===== config.mk =====
export PLATFORM = sky130hd
export DESIGN_NAME = bos_sequencer
export DESIGN_NICKNAME = d
export VERILOG_FILES = /design/src/design/bos_sequencer.v
export VERILOG_INCLUDE_DIRS = /design/src /design/src/design
export SDC_FILE = /design/constraint.sdc
export NUM_CORES = 1
export LEC_CHECK = 0
export ABC_CLOCK_PERIOD_IN_PS = 4050
export BUFFER_PORTS_ARGS = -buffer_cell sky130_fd_sc_hd__buf_2
export CAP_MARGIN = 25
export CELL_PAD_IN_SITES_DETAIL_PLACEMENT = 2
export CELL_PAD_IN_SITES_GLOBAL_PLACEMENT = 2
export CORE_MARGIN = 5
export CORE_UTILIZATION = 30
export CTS_CLUSTER_DIAMETER = 100
export DETAILED_ROUTE_END_ITERATION = 10
export PLACE_DENSITY_LB_ADDON = 0.1
export SLEW_MARGIN = 20
export SYNTH_ARGS = -nofsm -noshare
export SYNTH_HDL_FRONTEND = slang
export SYNTH_SLANG_ARGS = --single-unit

===== constraint.sdc =====
create_clock -name pclk -period 4.05 [get_ports pclk]
set_input_delay 0.405 -clock pclk [delete_from_list [all_inputs] [get_ports pclk]]
set_output_delay 0.405 -clock pclk [all_outputs]
set_load 0.02 [all_outputs]

===== src/design/bos_defs.vh =====
// Constants for the burst output sequencer: register map, fields, counts
`ifndef BOS_DEFS_VH
`define BOS_DEFS_VH

// Register byte offsets
`define BOS_OFS_CTRL 8'h00
`define BOS_OFS_NEXP 8'h34
`define BOS_OFS_STAT 8'h40

// Control register fields
`define BOS_CTRL_FILT 14
`define BOS_CTRL_RATE 5
`define BOS_CTRL_AUTO 2
`define BOS_CTRL_RST 32'h00000000

// Burst exponent field: code in bits 13..10, exponent is code plus base
`define BOS_NEXP_HI 13
`define BOS_NEXP_LO 10
`define BOS_NEXP_RST 4'h0
`define BOS_NEXP_BASE 5'h0A

// Sequence figures
`define BOS_INIT_EXP 5'h0D
`define BOS_LOCK_ADD 5'h03
`define BOS_TRIG_DLY 2'h2
`define BOS_SYNC_INVAL 6'h24
`define BOS_DEC_FACTOR 2'h3

// Sequencer states
`define BOS_ST_IDLE 3'h0
`define BOS_ST_INIT 3'h1
`define BOS_ST_ARMED 3'h2
`define BOS_ST_DELAY 3'h3
`define BOS_ST_HIGH_RESOLUTION_FLAG 3'h4
`define BOS_ST_LOCK 3'h5

`endif


===== src/design/bos_sequencer.v =====
// Burst output sequencer with APB control registers and sync marker
`timescale 1ns/10ps
`include "bos_defs.vh"

module bos_sequencer #(
    parameter DATA_W = 12,
    parameter CNT_W = 29
) (
    input wire pclk, // Sample clock
    input wire presetn, // Asynchronous reset, active low
    input wire psel, // APB select
    input wire penable, // APB enable
    input wire pwrite, // APB direction
    input wire [7:0] paddr, // APB byte address
    input wire [31:0] pwdata, // APB write data
    output reg [31:0] prdata, // APB read data
    output reg pready, // APB ready
    output reg pslverr, // APB error for unmapped address
    input wire [DATA_W-1:0] sample_a, // Channel A converter sample
    input wire [DATA_W-1:0] sample_b, // Channel B converter sample
    input wire burst_request_pair, // Burst request pin
    input wire sync_in, // Sync pin
    output reg [DATA_W-1:0] channel_a_output_bus, // Channel A data
    output reg [DATA_W-1:0] channel_b_output_bus, // Channel B data
    output reg channel_a_marker, // Marker bit on bus A
    output reg channel_b_marker, // Marker bit on bus B
    output reg [1:0] forwarded_output_clocks, // DDR output clocks A,B
    output reg sync_marker_out, // Sync marker
    output reg trigger_ready_flag, // Burst may be requested
    output reg high_resolution_flag // High-res sample on bus
);

    // Control registers and sequencer state
    reg [31:0] ctrl;
    reg [3:0] nexp_code;
    reg [2:0] state;
    reg [2:0] next_state;
    reg [CNT_W-1:0] cnt;
    reg [4:0] n_active;
    reg [1:0] dly_cnt;
    reg filt_prev;
    // Three-stage pin synchronisers and their settled levels
    reg trig_s1;
    reg trig_s2;
    reg trig_s3;
    reg trig_lvl;
    reg sync_s1;
    reg sync_s2;
    reg sync_s3;
    reg sync_lvl;
    // Sync, invalid window, marker and clock stretch
    reg sync_done;
    reg [5:0] inval_cnt;
    reg [4:0] mark_cnt;
    reg mark_run;
    reg stretch;
    reg [1:0] dec_cnt;
    // Decimated samples held for four outputs
    reg [10:0] held_a;
    reg [10:0] held_b;

    // Decoded control bits
    wire filt_sel = ctrl[`BOS_CTRL_FILT];
    wire rate_sel = ctrl[`BOS_CTRL_RATE];
    wire auto_sel = ctrl[`BOS_CTRL_AUTO];
    // Access completes when ready is seen with select and enable
    wire apb_acc = psel & penable & pready;
    wire apb_wr = apb_acc & pwrite;
    // Exponent is the stored code plus ten, so it stays in range
    wire [4:0] n_prog = `BOS_NEXP_BASE + {1'b0, nexp_code};
    // Rising edges count once stages two and three agree
    wire trig_rise = (trig_s2 == trig_s3) & trig_s3 & ~trig_lvl;
    wire sync_rise = (sync_s2 == sync_s3) & sync_s3 & ~sync_lvl;
    // Only the first sync edge acts until the next reset
    wire sync_hit = sync_rise & ~sync_done;
    // Leaving filter mode starts a fresh initial stretch
    wire enable_evt = filt_prev & ~filt_sel;
    // Last count of each stretch, derived from the exponent
    wire [CNT_W-1:0] one = {{(CNT_W-1){1'b0}}, 1'b1};
    wire [CNT_W-1:0] init_last = (one << `BOS_INIT_EXP) - one;
    wire [CNT_W-1:0] high_resolution_flag_last = (one << n_active) - one;
    wire [CNT_W-1:0] lock_last = (one << (n_active + `BOS_LOCK_ADD)) - one;

    // Pin synchronisers for trigger and sync, three stages each
    always @(posedge pclk or negedge presetn) begin
        if (!presetn) begin
            trig_s1 <= 1'b0;
            trig_s2 <= 1'b0;
            trig_s3 <= 1'b0;
            trig_lvl <= 1'b0;
            sync_s1 <= 1'b0;
            sync_s2 <= 1'b0;
            sync_s3 <= 1'b0;
            sync_lvl <= 1'b0;
        end else begin
            // Pins pass two flops before any logic reads them
            trig_s1 <= burst_request_pair;
            trig_s2 <= trig_s1;
            trig_s3 <= trig_s2;
            sync_s1 <= sync_in;
            sync_s2 <= sync_s1;
            sync_s3 <= sync_s2;
            // Level follows the pin only once two stages agree
            if (trig_s2 == trig_s3) begin
                trig_lvl <= trig_s3;
            end
            if (sync_s2 == sync_s3) begin
                sync_lvl <= sync_s3;
            end
        end
    end

    // APB register writes and handshake
    always @(posedge pclk or negedge presetn) begin
        if (!presetn) begin
            ctrl <= `BOS_CTRL_RST;
            nexp_code <= `BOS_NEXP_RST;
            pready <= 1'b0;
            pslverr <= 1'b0;
            prdata <= 32'h00000000;
            // Seen as set so burst mode opens with an initial stretch
            filt_prev <= 1'b1;
        end else begin
            filt_prev <= filt_sel;
            // One wait state: ready answers the first access cycle
            pready <= psel & penable & ~pready;
            if (psel & penable & ~pready) begin
                pslverr <= 1'b0;
                prdata <= 32'h00000000;
                case (paddr)
                    `BOS_OFS_CTRL: begin
                        prdata <= ctrl;
                    end
                    `BOS_OFS_NEXP: begin
                        prdata[`BOS_NEXP_HI:`BOS_NEXP_LO] <= nexp_code;
                    end
                    `BOS_OFS_STAT: begin
                        // Status word: N, sync seen, flags, spare, state
                        prdata <= {20'h00000, n_active, sync_done,
                            high_resolution_flag, trigger_ready_flag,
                            1'b0, state};
                    end
                    default: begin
                        pslverr <= 1'b1;
                    end
                endcase
            end
            // Writes land on the edge that completes the access
            if (apb_wr) begin
                case (paddr)
                    `BOS_OFS_CTRL: begin
                        // Only the defined control bits are kept
                        ctrl <= pwdata & ((32'h00000001 << `BOS_CTRL_FILT)
                            | (32'h00000001 << `BOS_CTRL_RATE)
                            | (32'h00000001 << `BOS_CTRL_AUTO));
                    end
                    `BOS_OFS_NEXP: begin
                        nexp_code <= pwdata[`BOS_NEXP_HI:`BOS_NEXP_LO];
                    end
                    default: begin
                    end
                endcase
            end
        end
    end

    // Next-state logic of the burst sequence
    always @* begin
        next_state = state;
        // Each stretch ends when its counter reaches the last count
        case (state)
            `BOS_ST_IDLE: begin
                next_state = `BOS_ST_INIT;
            end
            `BOS_ST_INIT: begin
                if (cnt == init_last) begin
                    next_state = auto_sel ? `BOS_ST_HIGH_RESOLUTION_FLAG
                        : `BOS_ST_ARMED;
                end
            end
            `BOS_ST_ARMED: begin
                if (auto_sel) begin
                    next_state = `BOS_ST_HIGH_RESOLUTION_FLAG;
                end else if (trig_rise) begin
                    next_state = `BOS_ST_DELAY;
                end
            end
            `BOS_ST_DELAY: begin
                if (dly_cnt == `BOS_TRIG_DLY - 2'h1) begin
                    next_state = `BOS_ST_HIGH_RESOLUTION_FLAG;
                end
            end
            `BOS_ST_HIGH_RESOLUTION_FLAG: begin
                if (cnt == high_resolution_flag_last) begin
                    next_state = `BOS_ST_LOCK;
                end
            end
            `BOS_ST_LOCK: begin
                if (cnt == lock_last) begin
                    next_state = auto_sel ? `BOS_ST_HIGH_RESOLUTION_FLAG
                        : `BOS_ST_ARMED;
                end
            end
            default: begin
                next_state = `BOS_ST_IDLE;
            end
        endcase
        // Mode select and restart events override the sequence
        if (filt_sel) begin
            next_state = `BOS_ST_IDLE;
        end else if (enable_evt || sync_hit) begin
            next_state = `BOS_ST_INIT;
        end
    end

    // Sequencer state, sample counter and exponent latch
    always @(posedge pclk or negedge presetn) begin
        if (!presetn) begin
            state <= `BOS_ST_IDLE;
            cnt <= {CNT_W{1'b0}};
            dly_cnt <= 2'h0;
            // Exponent starts at its reset value of ten
            n_active <= `BOS_NEXP_BASE;
        end else begin
            state <= next_state;
            // Delay counter runs only while a burst start is pending
            dly_cnt <= (next_state == `BOS_ST_DELAY) ? dly_cnt + 2'h1 : 2'h0;
            // Counter restarts on every state change
            if (next_state != state) begin
                cnt <= {CNT_W{1'b0}};
            end else begin
                cnt <= cnt + one;
            end
            // Exponent taken when a burst starts and again when lockout starts
            if (next_state == `BOS_ST_HIGH_RESOLUTION_FLAG && state != `BOS_ST_HIGH_RESOLUTION_FLAG) begin
                n_active <= n_prog;
            end else if (state == `BOS_ST_HIGH_RESOLUTION_FLAG
                && next_state == `BOS_ST_LOCK) begin
                n_active <= n_prog;
            end
        end
    end

    // Sync handling, invalid window and output clock with stretch
    always @(posedge pclk or negedge presetn) begin
        if (!presetn) begin
            sync_done <= 1'b0;
            inval_cnt <= 6'h00;
            forwarded_output_clocks <= 2'b00;
            stretch <= 1'b0;
            mark_cnt <= 5'h00;
            mark_run <= 1'b0;
        end else begin
            // First sync edge opens the invalid output window
            if (sync_hit) begin
                sync_done <= 1'b1;
                inval_cnt <= `BOS_SYNC_INVAL;
            end else if (inval_cnt != 6'h00) begin
                inval_cnt <= inval_cnt - 6'h01;
            end
            // Sync on the falling-edge sample holds the clock high two
            // extra samples so the marker lines up with a rising edge
            stretch <= sync_hit & forwarded_output_clocks[0];
            if (!(sync_hit & forwarded_output_clocks[0]) && !stretch) begin
                // Output clock toggles every sample, double data rate
                forwarded_output_clocks <= ~forwarded_output_clocks;
            end
            // Free 5-bit marker counter, restarted on next rising edge
            if (sync_hit) begin
                mark_run <= 1'b0;
            end else if (!mark_run && sync_done
                && !forwarded_output_clocks[0] && !stretch) begin
                mark_run <= 1'b1;
                mark_cnt <= 5'h00;
            end else begin
                mark_cnt <= mark_cnt + 5'h01;
            end
        end
    end

    // Output data, flags and markers, one register stage in all modes
    always @(posedge pclk or negedge presetn) begin
        if (!presetn) begin
            channel_a_output_bus <= {DATA_W{1'b0}};
            channel_b_output_bus <= {DATA_W{1'b0}};
            channel_a_marker <= 1'b0;
            channel_b_marker <= 1'b0;
            sync_marker_out <= 1'b0;
            trigger_ready_flag <= 1'b0;
            high_resolution_flag <= 1'b0;
            dec_cnt <= 2'h0;
            held_a <= 11'h000;
            held_b <= 11'h000;
        end else begin
            // Marker pulses when the free counter wraps to zero
            sync_marker_out <= mark_run & (mark_cnt == 5'h00);
            channel_a_marker <= mark_run & (mark_cnt == 5'h00);
            channel_b_marker <= mark_run & (mark_cnt == 5'h00);
            // Flag registered with the data so both line up
            high_resolution_flag <= (state == `BOS_ST_HIGH_RESOLUTION_FLAG);
            // Ready: level in manual mode, one-cycle pulse in auto
            if (state == `BOS_ST_IDLE) begin
                trigger_ready_flag <= 1'b0;
            end else if (auto_sel) begin
                trigger_ready_flag <= (state == `BOS_ST_HIGH_RESOLUTION_FLAG)
                    && (cnt == {CNT_W{1'b0}});
            end else begin
                trigger_ready_flag <= (state == `BOS_ST_ARMED);
            end
            // Decimation phase, realigned by the first sync
            dec_cnt <= (dec_cnt == `BOS_DEC_FACTOR || sync_hit)
                ? 2'h0 : dec_cnt + 2'h1;
            // Keep one sample in four for the repeated outputs
            if (dec_cnt == 2'h0) begin
                held_a <= sample_a[DATA_W-1:DATA_W-11];
                held_b <= sample_b[DATA_W-1:DATA_W-11];
            end
            // Invalid window first, then full samples in idle or high-res, 9-bit or 11-bit
            if (inval_cnt != 6'h00) begin
                channel_a_output_bus <= {DATA_W{1'b0}};
                channel_b_output_bus <= {DATA_W{1'b0}};
            end else if (state == `BOS_ST_IDLE
                || state == `BOS_ST_HIGH_RESOLUTION_FLAG) begin
                channel_a_output_bus <= sample_a;
                channel_b_output_bus <= sample_b;
            end else if (!rate_sel) begin
                channel_a_output_bus <= {sample_a[DATA_W-1:DATA_W-9],
                    3'b000};
                channel_b_output_bus <= {sample_b[DATA_W-1:DATA_W-9],
                    3'b000};
            end else if (dec_cnt == 2'h0) begin
                channel_a_output_bus <= {sample_a[DATA_W-1:DATA_W-11],
                    1'b0};
                channel_b_output_bus <= {sample_b[DATA_W-1:DATA_W-11],
                    1'b0};
            end else begin
                channel_a_output_bus <= {held_a, 1'b0};
                channel_b_output_bus <= {held_b, 1'b0};
            end
        end
    end

endmodule


==> results.cfg <==
[outcome]
outcome = finished, violations left
violations = negative hold slack

[pwr]
internal_power_mw = 3.00
p_comb_share_pct = 20.9
switching_share_pct = 31.1
power_frac_clock_pct = 37.1
leakage_nw = 4.55
power_density_nw_per_um2 = 432
vdd_drop_max_v = 0.000280
pwr-share-seq_pct = 42.0
switching_power_mw = 1.36

[routing]
drt_first_pass_iters = 4
drc_errors = 0
avgViaCountPerCell = 5.09
antenna_left = 0
drt-initial-drc-count = 219
post_drt_wl_per_cell_um = 20.1
vias = 7309
wl_mm = 28.8

[layout]
drive_above_1_share_pct = 22.9
fin_nets = 1129
area_delta_synth_final_pct = 17.5
n_fill_cell = 3255
antenna_cells = 0
stdcell_count = 1436

[grt]
antenna_found_initial = 0
track_usage_pct = 18.1
grt_pass1_wl_mm = 45.2
grt_max_degree = 79
grt-ovfl-total = 0
grt_pass1_vias = 7866

[logic_synthesis]
syn-instance-count = 956
ys_types = 84
synth.avg_cell_area_um2 = 9.00
ys_ff_latch = 138
synth_warnings = 0
synth_edf_count = 0
synth_area_leader_cell = dfrtp_1
ys.flop_type = dfrtp_1
synth_top_area_share_pct = 39.3
async_reset_ff_share_pct = 100
synthTopCellsByArea = dfrtp_1 39%, nand2_1 4.8%, xor2_1 4.7%, mux2_2 4.3%, nor2_1 3.9%
syn-cell-area_um2 = 8600
ys_seq_area_share_pct = 40.2

[clock_network]
cts_setup_buffers = 0
cts_hold_buf = 0
cts_buffers = 17
clk_pin_slew_ns = 0.07
clkLatencyLatePin_ns = 0.42
cts_max_level = 4
cts_tree = done
cts.path.max_buffers = 2
clockRootBuffer = clkbuf_16
cts_sinks = 138

[timing]
worst_pin_slew_ns = 0.879
slew_headroom_pct = 40.6
fin_crit_ns = 3.91
whs_ns = -0.0137
hold_viol = 5
setup_violations = 0
report.final.slew_viol_count = 0
final.setup_skew_ns = 0.0109
setup_slack_ns = 0.141
rsz0062_at_grt = yes
post-route-period-util_pct = 96.5
max_freq_mhz = 256

[floorplanning]
initial_utilization_pct = 30.2
dieHeight_um = 179
rows = 62
core_um2 = 28500
die_w_um = 179
io-pin-count = 136
die_area_um2 = 32200

[placed_design]
dp_hpwl_mm = 21.3
post-place-ws_ns = 0.0596
port_buffers = 92
placed_cells = 1404
place_congestion = 0.820

[worst_setup_path]
arrival_ns = 4.22
crit_required_ns = 4.36
cp-end-kind = register
worst_setup_path_start_kind = register
crit_type = register to register
crit_fanout = 29

[job]
drv_cap = 0

[min_path]
worstHoldPathType = primary input to asynchronous set/reset pin
[state kept, by name, indices dropped and copies added, names as in the netlist, 2 cells and up]
| name | count |
|---|---|
| state | 3 |
| forwarded_output_clocks | 2 |
| n_active | 5 |
| cnt | 29 |
| nexp_code | 4 |
| inval_cnt | 6 |
| ctrl | 3 |
| prdata | 14 |
| mark_cnt | 5 |
| held_a | 11 |
| channel_a_output_bus | 12 |
| dec_cnt | 2 |
| held_b | 11 |
| dly_cnt | 2 |
| channel_b_output_bus | 12 |
[area by class of cell]
type / count / area, um^2 / share of cell area [%]
clock buffers: 20 / 457 / 4.52
clock inverters: 12 / 139 / 1.37
inverters: 27 / 101 / 1.00
multi-input cells: 710 / 4580 / 45.3
flip-flops and latches: 138 / 3460 / 34.3
repair buffers: 145 / 885 / 8.75
well taps: 384 / 480 / 4.75
[metal layers]
layer	up-vias	part of all wire, %	global-route usage (%)
li1	3438	-	-
met1	3742	45	23.6
met2	102	50	31.0
met3	27	3.3	2.96
met4	0	2.0	5.59
met5	-	0	0
[power by group through the flow]
stage	sequential [mW]	combinational [mW]	clock, mW
6_report	1.83	0.914	1.62
5_1_grt	1.87	1.02	1.73
4_1_cts	1.84	0.933	1.67
3_5_place_dp	1.86	0.923	0
3_3_place_gp	1.85	0.881	0
2_1_floorplan	1.80	0.672	0
[metrics by stage]
step / area (um^2) / hold WS, ns / setup TNS, ns / util [%] / power, mW
floorplan: 8670 / 0.109 / 0 / - / 2.47
CTS: 10100 / 0.0354 / 0 / 35.5 / 4.45
detailed placement: 9500 / 0.341 / 0 / 33.4 / 2.78
global placement: 9490 / 0.334 / 0 / 33.3 / 2.73
finish: 10100 / -0.0137 / 0 / 35.5 / 4.36
global route: 10100 / 0.0493 / -0.808 / 35.5 / 4.62
[synth_stat cells (25+ instances only)]
| cell type | n |
|---|---|
| clkbuf_1 | 43 |
| mux2_2 | 33 |
| buf_4 | 25 |
| xor2_1 | 46 |
| a21oi_1 | 43 |
| nand2_1 | 109 |
| nor2_1 | 89 |
| nand2b_1 | 26 |
| o21ai_0 | 26 |
| xnor2_1 | 36 |
| nand3_1 | 27 |
| inv_1 | 25 |
| dfrtp_1 | 135 |
[path summary, 6_finish.rpt]
check | start | to | slack, ns | cells past startpoint
max | n_active[3] | cnt[25] | 0.14 | 13
min in group pclk | sync_in | sync_s1 | 0.08 | 1
max reg2reg | n_active[3] | cnt[25] | 0.14 | 13
min | presetn | sync_marker_out | -0.01 | 1
min reg2reg | trig_s1 | trig_s2 | 0.35 | 0
max in group asynchronous | presetn | filt_prev | 3.20 | 2
[timing repair]
| item | in CTS | in global routing |
|---|---|---|
| setup endpoints to repair | 0 | 34 |
| endpoints found under the hold margin | 0 | 0 |
| gates resized for setup | 0 | 3 |
[logic make-up after synthesis]
kind of cell / Yosys count / share of synthesized area, %
simple gates: 381 / 22.4
compound gates: 165 / 12.9
flops: 138 / 40.2
buf+inv: 125 / 7.56
xor+xnor: 82 / 8.35
mux: 44 / 5.72
fa+ha+maj: 20 / 2.88
other cells: 1 / 0.0436
[worst max-delay path: stages (launching register included)]
cell	delay, ns
dfstp_4	0.72
nand2b_1	0.09
or3_1	0.33
ha_1	0.22
or2_2	0.33
o311ai_0	0.30
o21ai_0	0.16
nor4_1	0.23
or3b_1	0.40
nor4_2	0.35
a211oi_1	0.22
o311ai_4	0.14
buf_12	0.22
nor2_1	0.07
[placed cells by master, fill, tap and decap left out, drive strengths merged, types with 4 or more instances in the layout]
cell type  netlist  layout
nand4           24      24
dfrtp          135     135
or4              6       6
clkinv           1       5
xor2            46      46
nor4            11      11
nor3            25      25
conb             1      18
o22ai            5       5
nor2            90      90
nand3           28      28
nor3b            4       4
nand3b           4       4
o21ai           30      30
xnor2           36      36
mux2i            9       9
a31oi            7       7
a21oi           43      43
nand2b          26      26
or2              7       7
ha              19      19
and3            15      15
a22oi            9       9
inv             26      29
mux2            35      35
or3              5       5
buf             55     145
a211oi           8       8
a31o             4       4
clkbuf          43      20
nand2          109     109
o211ai           5       5
o311ai           4       4
o31ai           11      11
and2             4       4
nor2b           11      11
Note: power is estimated with default switching activity, not from simulation.
